## config.mk

```make
export PLATFORM = sky130hd
export DESIGN_NAME = atx_fault_unit
export DESIGN_NICKNAME = d
export VERILOG_FILES = /design/src/logic/atx_classify.v /design/src/logic/atx_fault_unit.v
export VERILOG_INCLUDE_DIRS = /design/src /design/src/pkg
export SDC_FILE = /design/constraint.sdc
export NUM_CORES = 1
export LEC_CHECK = 0
export ABC_AREA = 1
export BUFFER_PORTS_ARGS = -buffer_cell sky130_fd_sc_hd__buf_4
export CAP_MARGIN = 20
export CORE_ASPECT_RATIO = 0.9
export CORE_MARGIN = 5
export CORE_UTILIZATION = 45
export CTS_BUF_LIST = sky130_fd_sc_hd__clkbuf_16
export CTS_CLUSTER_DIAMETER = 100
export DETAILED_ROUTE_END_ITERATION = 6
export PLACE_DENSITY_LB_ADDON = 0.25
export SETUP_SLACK_MARGIN = 0.5
export SKIP_LAST_GASP = 1
export SYNTH_ARGS = -nofsm -noshare
export SYNTH_HDL_FRONTEND = slang
export SYNTH_SLANG_ARGS = --single-unit
export TNS_END_PERCENT = 5
```

## constraint.sdc

```tcl
create_clock -name clock -period 21 [get_ports clock]
set_clock_uncertainty 0.15 [all_clocks]
set_input_delay 1.05 -clock clock [delete_from_list [all_inputs] [get_ports clock]]
set_output_delay 1.05 -clock clock [all_outputs]
set_load 0.03 [all_outputs]
```

## src/pkg/atx_map.vh

```
/*
 * Constants for the address and translation fault unit: cause codes,
 * vector offsets, address space classes, access kinds and register offsets.
 * Assumes inclusion by bare name from the design files.
 */
`ifndef ATX_MAP_VH
`define ATX_MAP_VH

// Exception codes written into the cause field.
`define ATX_CODE_MOD          5'h01
`define ATX_CODE_XLATE_FL     5'h02
`define ATX_CODE_XLATE_ST     5'h03
`define ATX_CODE_ADDR_FL      5'h04
`define ATX_CODE_ADDR_ST      5'h05

// Vector offsets from the exception base.
`define ATX_VEC_REFILL32      12'h000
`define ATX_VEC_REFILL64      12'h080
`define ATX_VEC_COMMON        12'h180

// Access kinds presented by the pipeline.
`define ATX_KIND_FETCH        2'h0
`define ATX_KIND_LOAD         2'h1
`define ATX_KIND_STORE        2'h2

// Access sizes.
`define ATX_SIZE_BYTE         2'h0
`define ATX_SIZE_HALF         2'h1
`define ATX_SIZE_WORD         2'h2
`define ATX_SIZE_DOUBLE       2'h3

// Operating modes.
`define ATX_MODE_KERNEL       2'h0
`define ATX_MODE_SUPER        2'h1
`define ATX_MODE_USER         2'h2

// Address space classes.
`define ATX_SPACE_USER        3'h0
`define ATX_SPACE_SUPER       3'h1
`define ATX_SPACE_KERNEL      3'h2
`define ATX_SPACE_KUNMAPPED   3'h3
`define ATX_SPACE_ILLEGAL     3'h4

// Register bus offsets (read view of captured state; the status register is also written).
`define ATX_REG_CAUSE         4'h0
`define ATX_REG_EPC_LO        4'h1
`define ATX_REG_EPC_HI        4'h2
`define ATX_REG_BADVA_LO      4'h3
`define ATX_REG_BADVA_HI      4'h4
`define ATX_REG_TAG_LO        4'h5
`define ATX_REG_TAG_HI        4'h6
`define ATX_REG_PTP_LO        4'h7
`define ATX_REG_PTP_HI        4'h8
`define ATX_REG_STATUS        4'h9
`define ATX_REG_VECTOR        4'hA
`define ATX_REG_CTX_LO        4'hB
`define ATX_REG_CTX_HI        4'hC

// Status register fields.
`define ATX_ST_KX             0
`define ATX_ST_SX             1
`define ATX_ST_UX             2
`define ATX_ST_EXL            3
`define ATX_ST_RESET          32'h0000_0000

`endif

```

## src/logic/atx_classify.v

```verilog
/*
 * Address space classifier and fault prioritiser for one reference.
 * Assumes the pipeline presents a registered reference and translation
 * lookup results in the same cycle; purely combinational.
 */
`include "atx_map.vh"
`timescale 1ns/1ps
`default_nettype none

module atx_classify (
  // Reference
  input  wire [63:0] vaddr,
  input  wire [1:0]  kind,
  input  wire [1:0]  size,
  input  wire [1:0]  mode,
  input  wire        kx,
  input  wire        sx,
  input  wire        ux,
  // Translation lookup
  input  wire        tlb_hit,
  input  wire        tlb_valid,
  input  wire        tlb_dirty,
  // Result
  output reg         fault,
  output reg  [4:0]  code,
  output reg         refill,
  output reg         wide_space,
  output reg         load_xlate
);

  reg [2:0] space;
  reg       misaligned;
  reg       priv_err;
  reg       is_store;

  // Classifies an address into user, supervisor, mapped or unmapped kernel, or illegal.
  function [2:0] seg_class;
    input [63:0] va;
    begin
      if (va[63:31] == 33'h0_0000_0000) begin
        seg_class = `ATX_SPACE_USER;
      end else if (va[63:31] == 33'h1_FFFF_FFFF) begin
        if (va[30:29] == 2'h2) begin
          seg_class = `ATX_SPACE_SUPER;
        end else if (va[30:29] == 2'h3) begin
          seg_class = `ATX_SPACE_KERNEL;
        end else begin
          seg_class = `ATX_SPACE_KUNMAPPED;
        end
      end else if (va[63:62] == 2'h0) begin
        seg_class = (va[61:40] == 22'h00_0000) ? `ATX_SPACE_USER : `ATX_SPACE_ILLEGAL;
      end else if (va[63:62] == 2'h1) begin
        seg_class = (va[61:40] == 22'h00_0000) ? `ATX_SPACE_SUPER : `ATX_SPACE_ILLEGAL;
      end else if (va[63:62] == 2'h2) begin
        seg_class = (va[61:40] == 22'h00_0000 || va[61:59] == 3'h0) ?
                    `ATX_SPACE_KUNMAPPED : `ATX_SPACE_ILLEGAL;
      end else begin
        seg_class = (va[61:40] < 22'h3F_FFFF) ? `ATX_SPACE_KERNEL : `ATX_SPACE_ILLEGAL;
      end
    end
  endfunction

  always @* begin
    space      = seg_class(vaddr);
    is_store   = (kind == `ATX_KIND_STORE);
    case (size)
      `ATX_SIZE_HALF:   misaligned = vaddr[0];
      `ATX_SIZE_WORD:   misaligned = |vaddr[1:0];
      `ATX_SIZE_DOUBLE: misaligned = |vaddr[2:0];
      default:          misaligned = 1'b0;
    endcase
    // Fetches are always word sized, whatever the size field carries.
    if (kind == `ATX_KIND_FETCH) begin
      misaligned = |vaddr[1:0];
    end
    priv_err = (space == `ATX_SPACE_ILLEGAL) ||
               (mode == `ATX_MODE_USER && space != `ATX_SPACE_USER) ||
               (mode == `ATX_MODE_SUPER &&
                (space == `ATX_SPACE_KERNEL || space == `ATX_SPACE_KUNMAPPED));
    // wide bit chosen by the address space, not the mode
    case (space)
      `ATX_SPACE_USER:  wide_space = ux;
      `ATX_SPACE_SUPER: wide_space = sx;
      default:          wide_space = kx;
    endcase
    fault      = 1'b0;
    code       = 5'h00;
    refill     = 1'b0;
    load_xlate = 1'b0;
    if (priv_err || misaligned) begin
      fault = 1'b1;
      code  = is_store ? `ATX_CODE_ADDR_ST : `ATX_CODE_ADDR_FL;
    // unmapped kernel never faults in translation
    end else if (space != `ATX_SPACE_KUNMAPPED) begin
      if (!tlb_hit) begin
        fault      = 1'b1;
        refill     = 1'b1;
        load_xlate = 1'b1;
        code       = is_store ? `ATX_CODE_XLATE_ST : `ATX_CODE_XLATE_FL;
      end else if (!tlb_valid) begin
        fault      = 1'b1;
        load_xlate = 1'b1;
        code       = is_store ? `ATX_CODE_XLATE_ST : `ATX_CODE_XLATE_FL;
      end else if (is_store && !tlb_dirty) begin
        fault      = 1'b1;
        load_xlate = 1'b1;
        code       = `ATX_CODE_MOD;
      end
    end
  end

endmodule

`default_nettype wire

```

## src/logic/atx_fault_unit.v

```verilog
/*
 * Address and translation fault unit: detects address errors and
 * translation faults, picks the vector and captures fault state.
 * Assumes the pipeline holds ref_valid for one cycle per reference and
 * supplies lookup results combinationally in that cycle; the handler
 * clears the exception level through the status register.
 */
`include "atx_map.vh"
`timescale 1ns/1ps
`default_nettype none

module atx_fault_unit (
  // Clock and reset
  input  wire        clock,
  input  wire        rstn,
  // Reference from the pipeline
  input  wire        ref_valid,
  input  wire [63:0] ref_vaddr,
  input  wire [1:0]  ref_kind,
  input  wire [1:0]  ref_size,
  input  wire [1:0]  ref_mode,
  input  wire [63:0] ref_pc,
  input  wire        ref_in_delay_slot,
  input  wire [63:0] ref_branch_pc,
  input  wire [7:0]  cur_asid,
  // Translation lookup result
  input  wire        tlb_hit,
  input  wire        tlb_valid,
  input  wire        tlb_dirty,
  input  wire [5:0]  tlb_wired,
  // Register port
  input  wire [3:0]  reg_addr,
  input  wire [31:0] reg_wdata,
  input  wire        reg_write,
  input  wire        reg_read,
  output reg  [31:0] reg_rdata,
  // Exception request to the pipeline
  output reg         exc_take,
  output reg  [11:0] exc_vector,
  output reg         exception_level_flag,
  output reg  [5:0]  random_index
);

  localparam [5:0] TLB_TOP = 6'h3F;

  reg         rst_s1_q;
  reg         rst_s2_q;
  wire        rst_n;

  reg  [4:0]  exception_code_field;
  reg         delay_slot_flag;
  reg  [63:0] exception_return_pc;
  reg  [63:0] faulting_address_reg;
  reg  [63:0] xlate_tag_staging;
  reg  [63:0] page_table_pointer_wide;
  reg  [63:0] page_table_pointer_narrow;
  reg         kernel_wide_addressing;
  reg         supervisor_wide_addressing;
  reg         user_wide_addressing;
  reg  [5:0]  random_d;

  wire        c_fault;
  wire [4:0]  c_code;
  wire        c_refill;
  wire        c_wide;
  wire        c_load_xlate;
  wire        take;
  reg  [11:0] vector_d;

  // Software write to the status register; both the mode bits and the level use it.
  function status_wr;
    input       we;
    input [3:0] addr;
    begin
      status_wr = we && (addr == `ATX_REG_STATUS);
    end
  endfunction

  // Reset release through two flops so deassertion is clean.
  always @(posedge clock or negedge rstn) begin
    if (!rstn) begin
      rst_s1_q <= 1'b0;
      rst_s2_q <= 1'b0;
    end else begin
      rst_s1_q <= 1'b1;
      rst_s2_q <= rst_s1_q;
    end
  end
  assign rst_n = rst_s2_q;

  atx_classify u_classify (
    .vaddr      (ref_vaddr),
    .kind       (ref_kind),
    .size       (ref_size),
    .mode       (ref_mode),
    .kx         (kernel_wide_addressing),
    .sx         (supervisor_wide_addressing),
    .ux         (user_wide_addressing),
    .tlb_hit    (tlb_hit),
    .tlb_valid  (tlb_valid),
    .tlb_dirty  (tlb_dirty),
    .fault      (c_fault),
    .code       (c_code),
    .refill     (c_refill),
    .wide_space (c_wide),
    .load_xlate (c_load_xlate)
  );

  assign take = ref_valid && c_fault;

  always @* begin
    // dedicated vectors only at exception level zero
    if (c_refill && !exception_level_flag) begin
      // wide space picks the 64-bit vector
      vector_d = c_wide ? `ATX_VEC_REFILL64 : `ATX_VEC_REFILL32;
    end else begin
      vector_d = `ATX_VEC_COMMON;
    end
  end

  // Random index counts down through the unwired entries every cycle.
  // It wraps before stepping onto a wired entry, so it never names one.
  always @* begin
    if (random_index <= tlb_wired || (random_index - 6'h01) <= tlb_wired) begin
      random_d = TLB_TOP;
    end else begin
      random_d = random_index - 6'h01;
    end
  end

  always @(posedge clock or negedge rst_n) begin
    if (!rst_n) begin
      exc_take                   <= 1'b0;
      exc_vector                 <= `ATX_VEC_COMMON;
      exception_level_flag       <= 1'b0;
      exception_code_field       <= 5'h00;
      delay_slot_flag            <= 1'b0;
      exception_return_pc        <= 64'h0000_0000_0000_0000;
      faulting_address_reg       <= 64'h0000_0000_0000_0000;
      xlate_tag_staging          <= 64'h0000_0000_0000_0000;
      page_table_pointer_wide    <= 64'h0000_0000_0000_0000;
      page_table_pointer_narrow  <= 64'h0000_0000_0000_0000;
      kernel_wide_addressing     <= 1'b0;
      supervisor_wide_addressing <= 1'b0;
      user_wide_addressing       <= 1'b0;
      random_index               <= TLB_TOP;
    end else begin
      exc_take   <= take;
      // The vector holds after the pulse so software can see where the last fault went.
      exc_vector <= take ? vector_d : exc_vector;
      // replacement index stays in the unwired range
      random_index <= random_d;
      if (status_wr(reg_write, reg_addr)) begin
        kernel_wide_addressing     <= reg_wdata[`ATX_ST_KX];
        supervisor_wide_addressing <= reg_wdata[`ATX_ST_SX];
        user_wide_addressing       <= reg_wdata[`ATX_ST_UX];
      end
      // A fault in the same cycle as a software clear keeps the level set.
      if (take) begin
        exception_level_flag <= 1'b1;
      end else if (status_wr(reg_write, reg_addr)) begin
        exception_level_flag <= reg_wdata[`ATX_ST_EXL];
      end
      if (take) begin
        exception_code_field <= c_code;
        faulting_address_reg <= ref_vaddr;
        if (!exception_level_flag) begin
          delay_slot_flag     <= ref_in_delay_slot;
          exception_return_pc <= ref_in_delay_slot ? ref_branch_pc : ref_pc;
        end
        // translation faults fill tag and pointers
        if (c_load_xlate) begin
          xlate_tag_staging       <= {ref_vaddr[63:13], 5'h00, cur_asid};
          page_table_pointer_wide <= {31'h0000_0000, ref_vaddr[63:62],
                                      ref_vaddr[39:13], 4'h0};
          // The narrow pointer only covers the 32-bit compatible page number.
          page_table_pointer_narrow <= {41'h0, ref_vaddr[31:13], 4'h0};
        end
      end
    end
  end

  // Read data appear in the cycle after the strobe; unmapped reads give zero.
  always @(posedge clock or negedge rst_n) begin
    if (!rst_n) begin
      reg_rdata <= 32'h0000_0000;
    end else if (reg_read) begin
      case (reg_addr)
        `ATX_REG_CAUSE:    reg_rdata <= {delay_slot_flag, 24'h00_0000,
                                         exception_code_field, 2'h0};
        `ATX_REG_EPC_LO:   reg_rdata <= exception_return_pc[31:0];
        `ATX_REG_EPC_HI:   reg_rdata <= exception_return_pc[63:32];
        `ATX_REG_BADVA_LO: reg_rdata <= faulting_address_reg[31:0];
        `ATX_REG_BADVA_HI: reg_rdata <= faulting_address_reg[63:32];
        `ATX_REG_TAG_LO:   reg_rdata <= xlate_tag_staging[31:0];
        `ATX_REG_TAG_HI:   reg_rdata <= xlate_tag_staging[63:32];
        `ATX_REG_PTP_LO:   reg_rdata <= page_table_pointer_wide[31:0];
        `ATX_REG_PTP_HI:   reg_rdata <= page_table_pointer_wide[63:32];
        `ATX_REG_STATUS:   reg_rdata <= {28'h000_0000, exception_level_flag,
                                         user_wide_addressing,
                                         supervisor_wide_addressing,
                                         kernel_wide_addressing};
        `ATX_REG_VECTOR:   reg_rdata <= {20'h0_0000, exc_vector};
        `ATX_REG_CTX_LO:   reg_rdata <= page_table_pointer_narrow[31:0];
        `ATX_REG_CTX_HI:   reg_rdata <= page_table_pointer_narrow[63:32];
        default:           reg_rdata <= 32'h0000_0000;
      endcase
    end else begin
      reg_rdata <= 32'h0000_0000;
    end
  end

endmodule

`default_nettype wire

```

==> results of run 1 <==
worst min path at each step:
stage | endpoint | cells after the start
2_1_floorplan | rst_n | 0
3_3_place_gp | rst_n | 0
3_5_place_dp | rst_n | 0
4_1_cts | rst_n | 1
5_1_grt | rst_n | 1
6_report | rst_n | 1
Yosys cell counts (all sizes together):
| cell type | instances |
|---|---|
| inv | 100 |
| buf | 52 |
| o21ai | 119 |
| nand4 | 78 |
| a21oi | 17 |
| nand3b | 1 |
| nand2 | 504 |
| a41oi | 14 |
| nand3 | 37 |
| a211oi | 7 |
| clkbuf | 41 |
| a221oi | 30 |
| o2111ai | 1 |
| ha | 13 |
| conb | 2 |
| a22o | 11 |
| clkinv | 2 |
| nor3 | 4 |
| o211ai | 2 |
| o22ai | 1 |
| nor2 | 64 |
| mux2 | 67 |
| or2 | 3 |
| dfrtp | 230 |
| xor2 | 2 |
| a32o | 4 |
| a31oi | 8 |
| dfstp | 8 |
per-layer routing:
layer | track usage | vias to the layer above
li1 | - | 5195
met1 | 0.381 | 5194
met2 | 0.383 | 566
met3 | 0.0534 | 70
met4 | 0.0752 | 0
met5 | 0 | -
cell families after synthesis:
| family | count (synthesis) |
|---|---|
| AO/OA/AOI/OAI | 214 |
| XOR/XNOR | 2 |
| adder cells (fa/ha/maj) | 13 |
| buffers and inverters | 195 |
| flip-flops | 238 |
| multiplexers | 67 |
| other | 2 |
| AND/OR/NAND/NOR | 691 |
power breakdown:
group | internal (mW) | switching [mW] | total [mW]
Combinational | 0.0895 | 0.118 | 0.208
Sequential | 0.534 | 0.0549 | 0.588
Clock | 0.214 | 0.175 | 0.388
area by class of cell:
cell class / count / area, um^2 / area share
inverters: 102 / 383 / 0.0257
clock buffers: 25 / 626 / 0.0421
multi-input cells: 998 / 5220 / 0.351
clock inverters: 20 / 77.6 / 0.00522
well taps: 354 / 443 / 0.0298
repair buffers: 284 / 2150 / 0.145
flip-flops and latches: 238 / 5970 / 0.401
per-stage QoR:
stage | setup slack [ns] | utilization | total power [mW] | area [um^2]
floorplan | 13.74 | - | 0.706 | 12100
global placement | 16.41 | 0.529 | 0.792 | 14100
detailed placement | 16.35 | 0.529 | 0.800 | 14100
CTS | 16.87 | 0.555 | 1.19 | 14800
global route | 16.47 | 0.556 | 1.24 | 14900
finish | 16.82 | 0.556 | 1.18 | 14900
==> run summary, run 1 <==
worst reg2reg path endpoint -> random_index[3]
Post-Synth Simple-Gate Area -> 0.238
Cells after Synth -> 1422
Worst-Margin Slew -> 0.967 ns
routability congestion estimate -> 0.903
worst-case clock buffer depth -> 3
area leader, netlist -> dfrtp_1
Power Density -> 79.6 nW/um^2
CP max-delay cell -> buf_4
reg2reg setup slack -> 18.03 ns
total wire length -> 40000 um
minimum clock period -> 4.18 ns
Worst VDD drop -> 0.0417 mV
post-route insts no fill -> 2021
Hold WS -> 0.158 ns
DP Cell Count -> 1975
Seq/Total Area, Yosys -> 0.493
drt first-iter violations -> 1130
DR vias -> 11.0k
synthesis-to-finish area growth -> 22.9%
Setup crit start -> ref_vaddr[57]
setup bufs post-CTS -> 0
Cell Chain, Critical Path -> buf_4 > nand2_1 > nor2_1 > nand2_1 > nor2_1 > nand4_1 > nand2_2 > nand2_1 > nand2_2 > nand2_2 > nand3_2 > buf_4 > nand2_4 > buf_4 > nand2_1 > o21ai_0
most frequent cells in the layout -> nand2_1, buf_4, dfrtp_1
wl on met1 -> 17100 um
post-synthesis mux area share -> 0.0623
Tcrit/Tclk final -> 0.199
worst r2r path cells -> 11
synth warn -> 0
Starting Density -> 0.453
most common cell after layout, fill and taps aside -> nand2_1
worst-path maximum fanout -> 67
Root Driver -> clkbuf_16
Final #Nets -> 1919
main combinational cell family by area after synthesis -> simple AND/OR/NAND/NOR gates
wire per inst -> 19.8 um
XOR/XNOR share of the synthesized area -> 0.00145
# hold bufs at CTS -> 0
Clock Latency Late Sink -> 0.51 ns
gr usage total -> 0.257
Pins Over Slew Limit -> 0
Yosys top cell area share -> 0.476
first-pass GRT wire length -> 60900 um
Die X -> 183 um
share of cells above drive strength 1 -> 0.244
Buf/Inv on CP -> 3
Hold WC Path Type -> in2async
Clock Sinks -> 238
dpl hpwl -> 28900 um
Met2 Wirelength -> 17300 um
initial antenna violation count -> 0
f_max -> 0.239 GHz
total global routing overflow -> 0
CP delay by family, top -> simple AND/OR/NAND/NOR gates
critical path launch point type -> input pin
vias per cell -> 5.46
Synth Cell Area -> 12100 um^2
worst reg2reg path startpoint -> random_index[0]
Pre-Repair DR Iteration Count -> 5
Core Region -> 26700 um^2
Diodes inserted -> 0
Levels on crit path -> 16
Max Cap Viol -> 0
CTS resizes -> 0
Critical Path AT -> 4.39 ns
leakage power -> 7.50 nW
Slew HR -> 0.354
# fillers -> 2488
Critical Path Sink Type -> register
Setup Crit Path Kind -> in2reg
I/O Buffers -> 270
TNS Setup -> 0 ns
Netlist cell types -> 39
drt drc -> 0
CP dominant cell by count -> nand2_1
compound-gate portion of the synthesized area -> 0.111
status -> complete, no violations
met3 wire length -> 4340 um
syn_area_per_cell -> 8.51 um^2
Area contributors post-synth -> dfrtp_1, nand2_1, mux2_2
number of global-route vias before repair -> 10.8k
DIE AREA -> 30300 um^2
CTS tree -> done
Setup crit end -> faulting_address_reg[38]
CTS Buf Count -> 25
CTS clk-pin slew, worst paths -> 0.06 ns
# IOs -> 309
Synth Area in Adders -> 0.0134
antenna-violating nets left -> 0
largest net degree at the start of global routing -> 111
top sig layer -> met4
die height -> 166 um
RSZ-0062 raised after global routing -> no
CP peak stage delay -> 0.57 ns
final-report hold violation count -> 0
post-synthesis register bit count -> 238
H-Tree Depth -> 1
final setup fails -> 0
Cell Rows -> 57
Crit path required time -> 21.21 ns
No activity file was read; power rests on OpenSTA's default activity.
==> run 2, diff against run 1 <==
--- a/config.mk
+++ b/config.mk
@@ -6,7 +6,7 @@
 export SDC_FILE = /design/constraint.sdc
 export NUM_CORES = 1
 export LEC_CHECK = 0
-export ABC_AREA = 1
+export ABC_AREA = 0
 export BUFFER_PORTS_ARGS = -buffer_cell sky130_fd_sc_hd__buf_4
 export CAP_MARGIN = 20
 export CORE_ASPECT_RATIO = 0.9
==> constraint.sdc (replaced) <==
create_clock -name clock -period 4.2 [get_ports clock]
set_clock_uncertainty 0.15 [all_clocks]
set_input_delay 0.21 -clock clock [delete_from_list [all_inputs] [get_ports clock]]
set_output_delay 0.21 -clock clock [all_outputs]
set_load 0.03 [all_outputs]
==> run 2 against run 1 <==
- combinational power rose to 7.2 times the previous value
- core utilization rose by 11 points
- highest routed layer unchanged
- sequential share of layout area fell by 4.6 points
- sequential power rose to 5.4 times the previous value
- critical path type unchanged
- largest cell class unchanged
- the flow now finishes with violations (DRC)
- via count fell by 10%
- final cell count fell by 12%
==> run summary, run 2 <==
status -> complete, but fails checks
violated checks -> DRC
worst-path maximum fanout -> 11 (-84%)
Tcrit/Tclk final -> 0.847
Core Region -> 25300 um^2 (-5.6%)
CTS Buf Count -> 25 (unchanged)
Post-Synth Simple-Gate Area -> 0.0735 (-0.165)
Die X -> 179 um (-2.1%)
M3 GR Usage -> 0.0561 (+0.00265)
most common cell after layout, fill and taps aside -> buf_4
wire per inst -> 22.2 um (+12%)
DR vias -> 9872 (-10%)
DP Cell Count -> 1529 (-23%)
Critical Path Sink Type -> register
Final #Nets -> 1696 (-12%)
Post-DP Area -> 13900 um^2 (-1.9%)
TNS Setup -> 0 ns (unchanged)
gr usage total -> 0.265 (+0.00825)
CP delay by family, top -> buffers and inverters
XOR/XNOR share of the synthesized area -> 0.00303 (+0.00158)
Synth Cell Area -> 11600 um^2 (-4.5%)
Max Cap Viol -> 0 (unchanged)
Area contributors post-synth -> dfrtp_1, mux2_4, mux2_2
final-report hold violation count -> 0 (unchanged)
I/O Buffers -> 270 (unchanged)
Clock power frac -> 0.325 (-0.003)
f_max -> 0.281 GHz
CP max-delay cell -> dlygate4sd3_1
worst reg2reg path startpoint -> random_index[2]
Root Driver -> clkbuf_16
reg2reg setup slack -> 1.42 ns (-16.61 ns)
predominant post-synthesis flop cell -> dfrtp_1
Worst-Margin Slew -> 1.03 ns (+0.0644 ns)
top cells by count, synth -> dfrtp_1, a21oi_1, nor2_1
CTS clk-pin slew, worst paths -> 0.06 ns (about the same)
Design Area, Final -> 16800 um^2 (+13%)
Setup crit start -> ref_vaddr[44]
Synth Area in Adders -> 0.0141 (+0.000631)
setup bufs post-CTS -> 0 (unchanged)
critical path launch point type -> input pin
leakage power -> 7.67 nW (+2.3%)
sw frac -> 0.284 (-0.00983)
DIE AREA -> 29000 um^2 (-4.2%)
gr busiest metal -> met2
die height -> 162 um (-2.1%)
first-pass GRT wire length -> 59700 um (-2.0%)
post-synthesis register bit count -> 238 (unchanged)
EDFF count, synth -> 0 (unchanged)
routability congestion estimate -> 0.911 (+0.90%)
M1 GR Usage -> 0.380 (-0.00103)
final setup fails -> 0 (unchanged)
Clock Sinks -> 238 (unchanged)
main combinational cell family by area after synthesis -> multiplexers
Pre-Repair DR Iteration Count -> 7 (+2)
post-route insts no fill -> 1786 (-12%)
met2 usage -> 0.419 (+0.0358)
most frequent cells in the layout -> buf_4, dfrtp_1, dlygate4sd3_1
dpl hpwl -> 26700 um (-7.6%)
minimum clock period -> 3.56 ns
Pins Over Slew Limit -> 0 (unchanged)
Critical Path AT -> 3.86 ns (-0.53 ns)
Setup Crit Path Kind -> in2reg
Hold WC Path Type -> in2reg
area leader, netlist -> dfrtp_1
post-synthesis mux area share -> 0.215 (+0.153)
drt first-iter violations -> 1050 (-7.1%)
Logic pwr share -> 0.217 (+0.042)
worst-case clock buffer depth -> 3 (unchanged)
Crit path required time -> 4.50 ns (-16.71 ns)
RSZ-0062 raised after global routing -> no
Netlist cell types -> 57 (+46%)
CTS tree -> done
Yosys top cell area share -> 0.498 (+0.0223)
total wire length -> 39700 um (-0.61%)
Buf/Inv on CP -> 4 (+1)
compound-gate portion of the synthesized area -> 0.134 (+0.0233)
H-Tree Depth -> 1 (unchanged)
Clock Latency Late Sink -> 0.53 ns (+0.02 ns)
antenna-violating nets left -> 0 (unchanged)
largest net degree at the start of global routing -> 118 (+6.3%)
Cell Chain, Critical Path -> dlygate4sd3_1 > buf_4 > nor4_1 > nand2_1 > or2_2 > a31oi_2 > a41o_4 > buf_4 > nand2_1 > o41ai_1 > dlygate4sd3_1
Cells after Synth -> 960 (-32%)
initial antenna violation count -> 1 (+1)
vias per cell -> 5.53 (+1.3%)
# fillers -> 1918 (-23%)
total global routing overflow -> 0 (unchanged)
Final Util -> 0.666 (+0.110)
Slew HR -> 0.312 (-0.0422)
Hold WS -> 0.0270 ns (-0.131 ns)
number of global-route vias before repair -> 10.3k (-5.0%)
Post-synth ARST share -> 1.00 (unchanged)
share of cells above drive strength 1 -> 0.337 (+0.0939)
Seq/Total Area, Yosys -> 0.516 (+0.0232)
CP peak stage delay -> 0.60 ns (+0.03 ns)
count leader, synth -> dfrtp_1
Hold Path Origin -> reg_write
# IOs -> 309 (unchanged)
synth warn -> 0 (unchanged)
Cell Rows -> 55 (-3.5%)
Power Density -> 410 nW/um^2 (+410%)
internal power -> 4.94 mW (+490%)
sequential power share -> 0.458 (-0.039)
syn_area_per_cell -> 12.0 um^2 (+41%)
drt drc -> 7 (+7)
synthesis-to-finish area growth -> 45.5%
Worst VDD drop -> 0.221 mV (+430%)
Starting Density -> 0.458 (+0.00518)
net switching power -> 1.96 mW (+460%)
-- run 2: worst min-delay path, cell delays in order --
cell and delay [ns]:
buf_4 0.11, nand3_1 0.17, mux2i_1 0.10, nand2_1 0.06
-- run 2: cell type report --
type,instances,area [um^2],share of cell area
Antenna cell,1,2.50,0.000149
Clock buffer,25,626,0.0372
Clock inverter,19,189,0.0112
Inverter,15,56.3,0.00335
Multi-Input combinational cell,645,5200,0.309
Sequential cell,238,5970,0.355
Tap cell,342,428,0.0254
Timing Repair Buffer,501,4350,0.259
-- run 2: path summary, 6_finish.rpt --
kind | endpoint | cells past startpoint
max | exception_code_field[0] | 11
min | exception_level_flag | 4
max reg2reg | random_index[2] | 9
min reg2reg | exception_return_pc[25] | 0
max in group asynchronous | faulting_address_reg[51] | 1
min in group asynchronous | exception_return_pc[25] | 0
-- run 2: through the flow --
step / worst slack, ns / power, mW
detailed placement: 0.857 / 4.47
floorplan: 1.65 / 3.90
finish: 0.642 / 6.89
global placement: 0.881 / 4.42
CTS: 0.506 / 6.88
global route: 0.501 / 7.20
-- run 2: timing repair --
| action | in CTS | in global routing |
|---|---|---|
| hold buffers | 211 | 0 |
| endpoints found under the setup margin | 0 | 1 |
| gates resized for setup | 0 | 2 |
| endpoints found under the hold margin | 198 | 0 |
-- run 2: per-layer routing --
| metal | part of all wire | routed length, um | up-vias |
|---|---|---|---|
| li1 | - | - | 4482 |
| met1 | 0.43 | 17000 | 4886 |
| met2 | 0.46 | 18400 | 450 |
| met3 | 0.090 | 3560 | 54 |
| met4 | 0.019 | 736 | 0 |
| met5 | 0 | 0 | - |
-- run 2: cells by family (layout without fill, tap and decap cells) --
logic type | Yosys count | count (layout)
AOI/OAI and AO/OA | 227 | 228
xor gates and xnor gates | 4 | 4
adders and majority gates | 13 | 13
buffers and inverters | 87 | 560
DFF | 238 | 238
muxes | 208 | 208
other | 2 | 12
and+or+nand+nor | 181 | 181
-- run 2: power groups by stage --
stage | Sequential (mW) | Combinational [mW] | Clock (mW)
6_report | 3.16 | 1.49 | 2.24
2_1_floorplan | 3.11 | 0.791 | 0
3_3_place_gp | 3.16 | 1.26 | 0
3_5_place_dp | 3.17 | 1.29 | 0
5_1_grt | 3.20 | 1.63 | 2.37
4_1_cts | 3.14 | 1.48 | 2.27
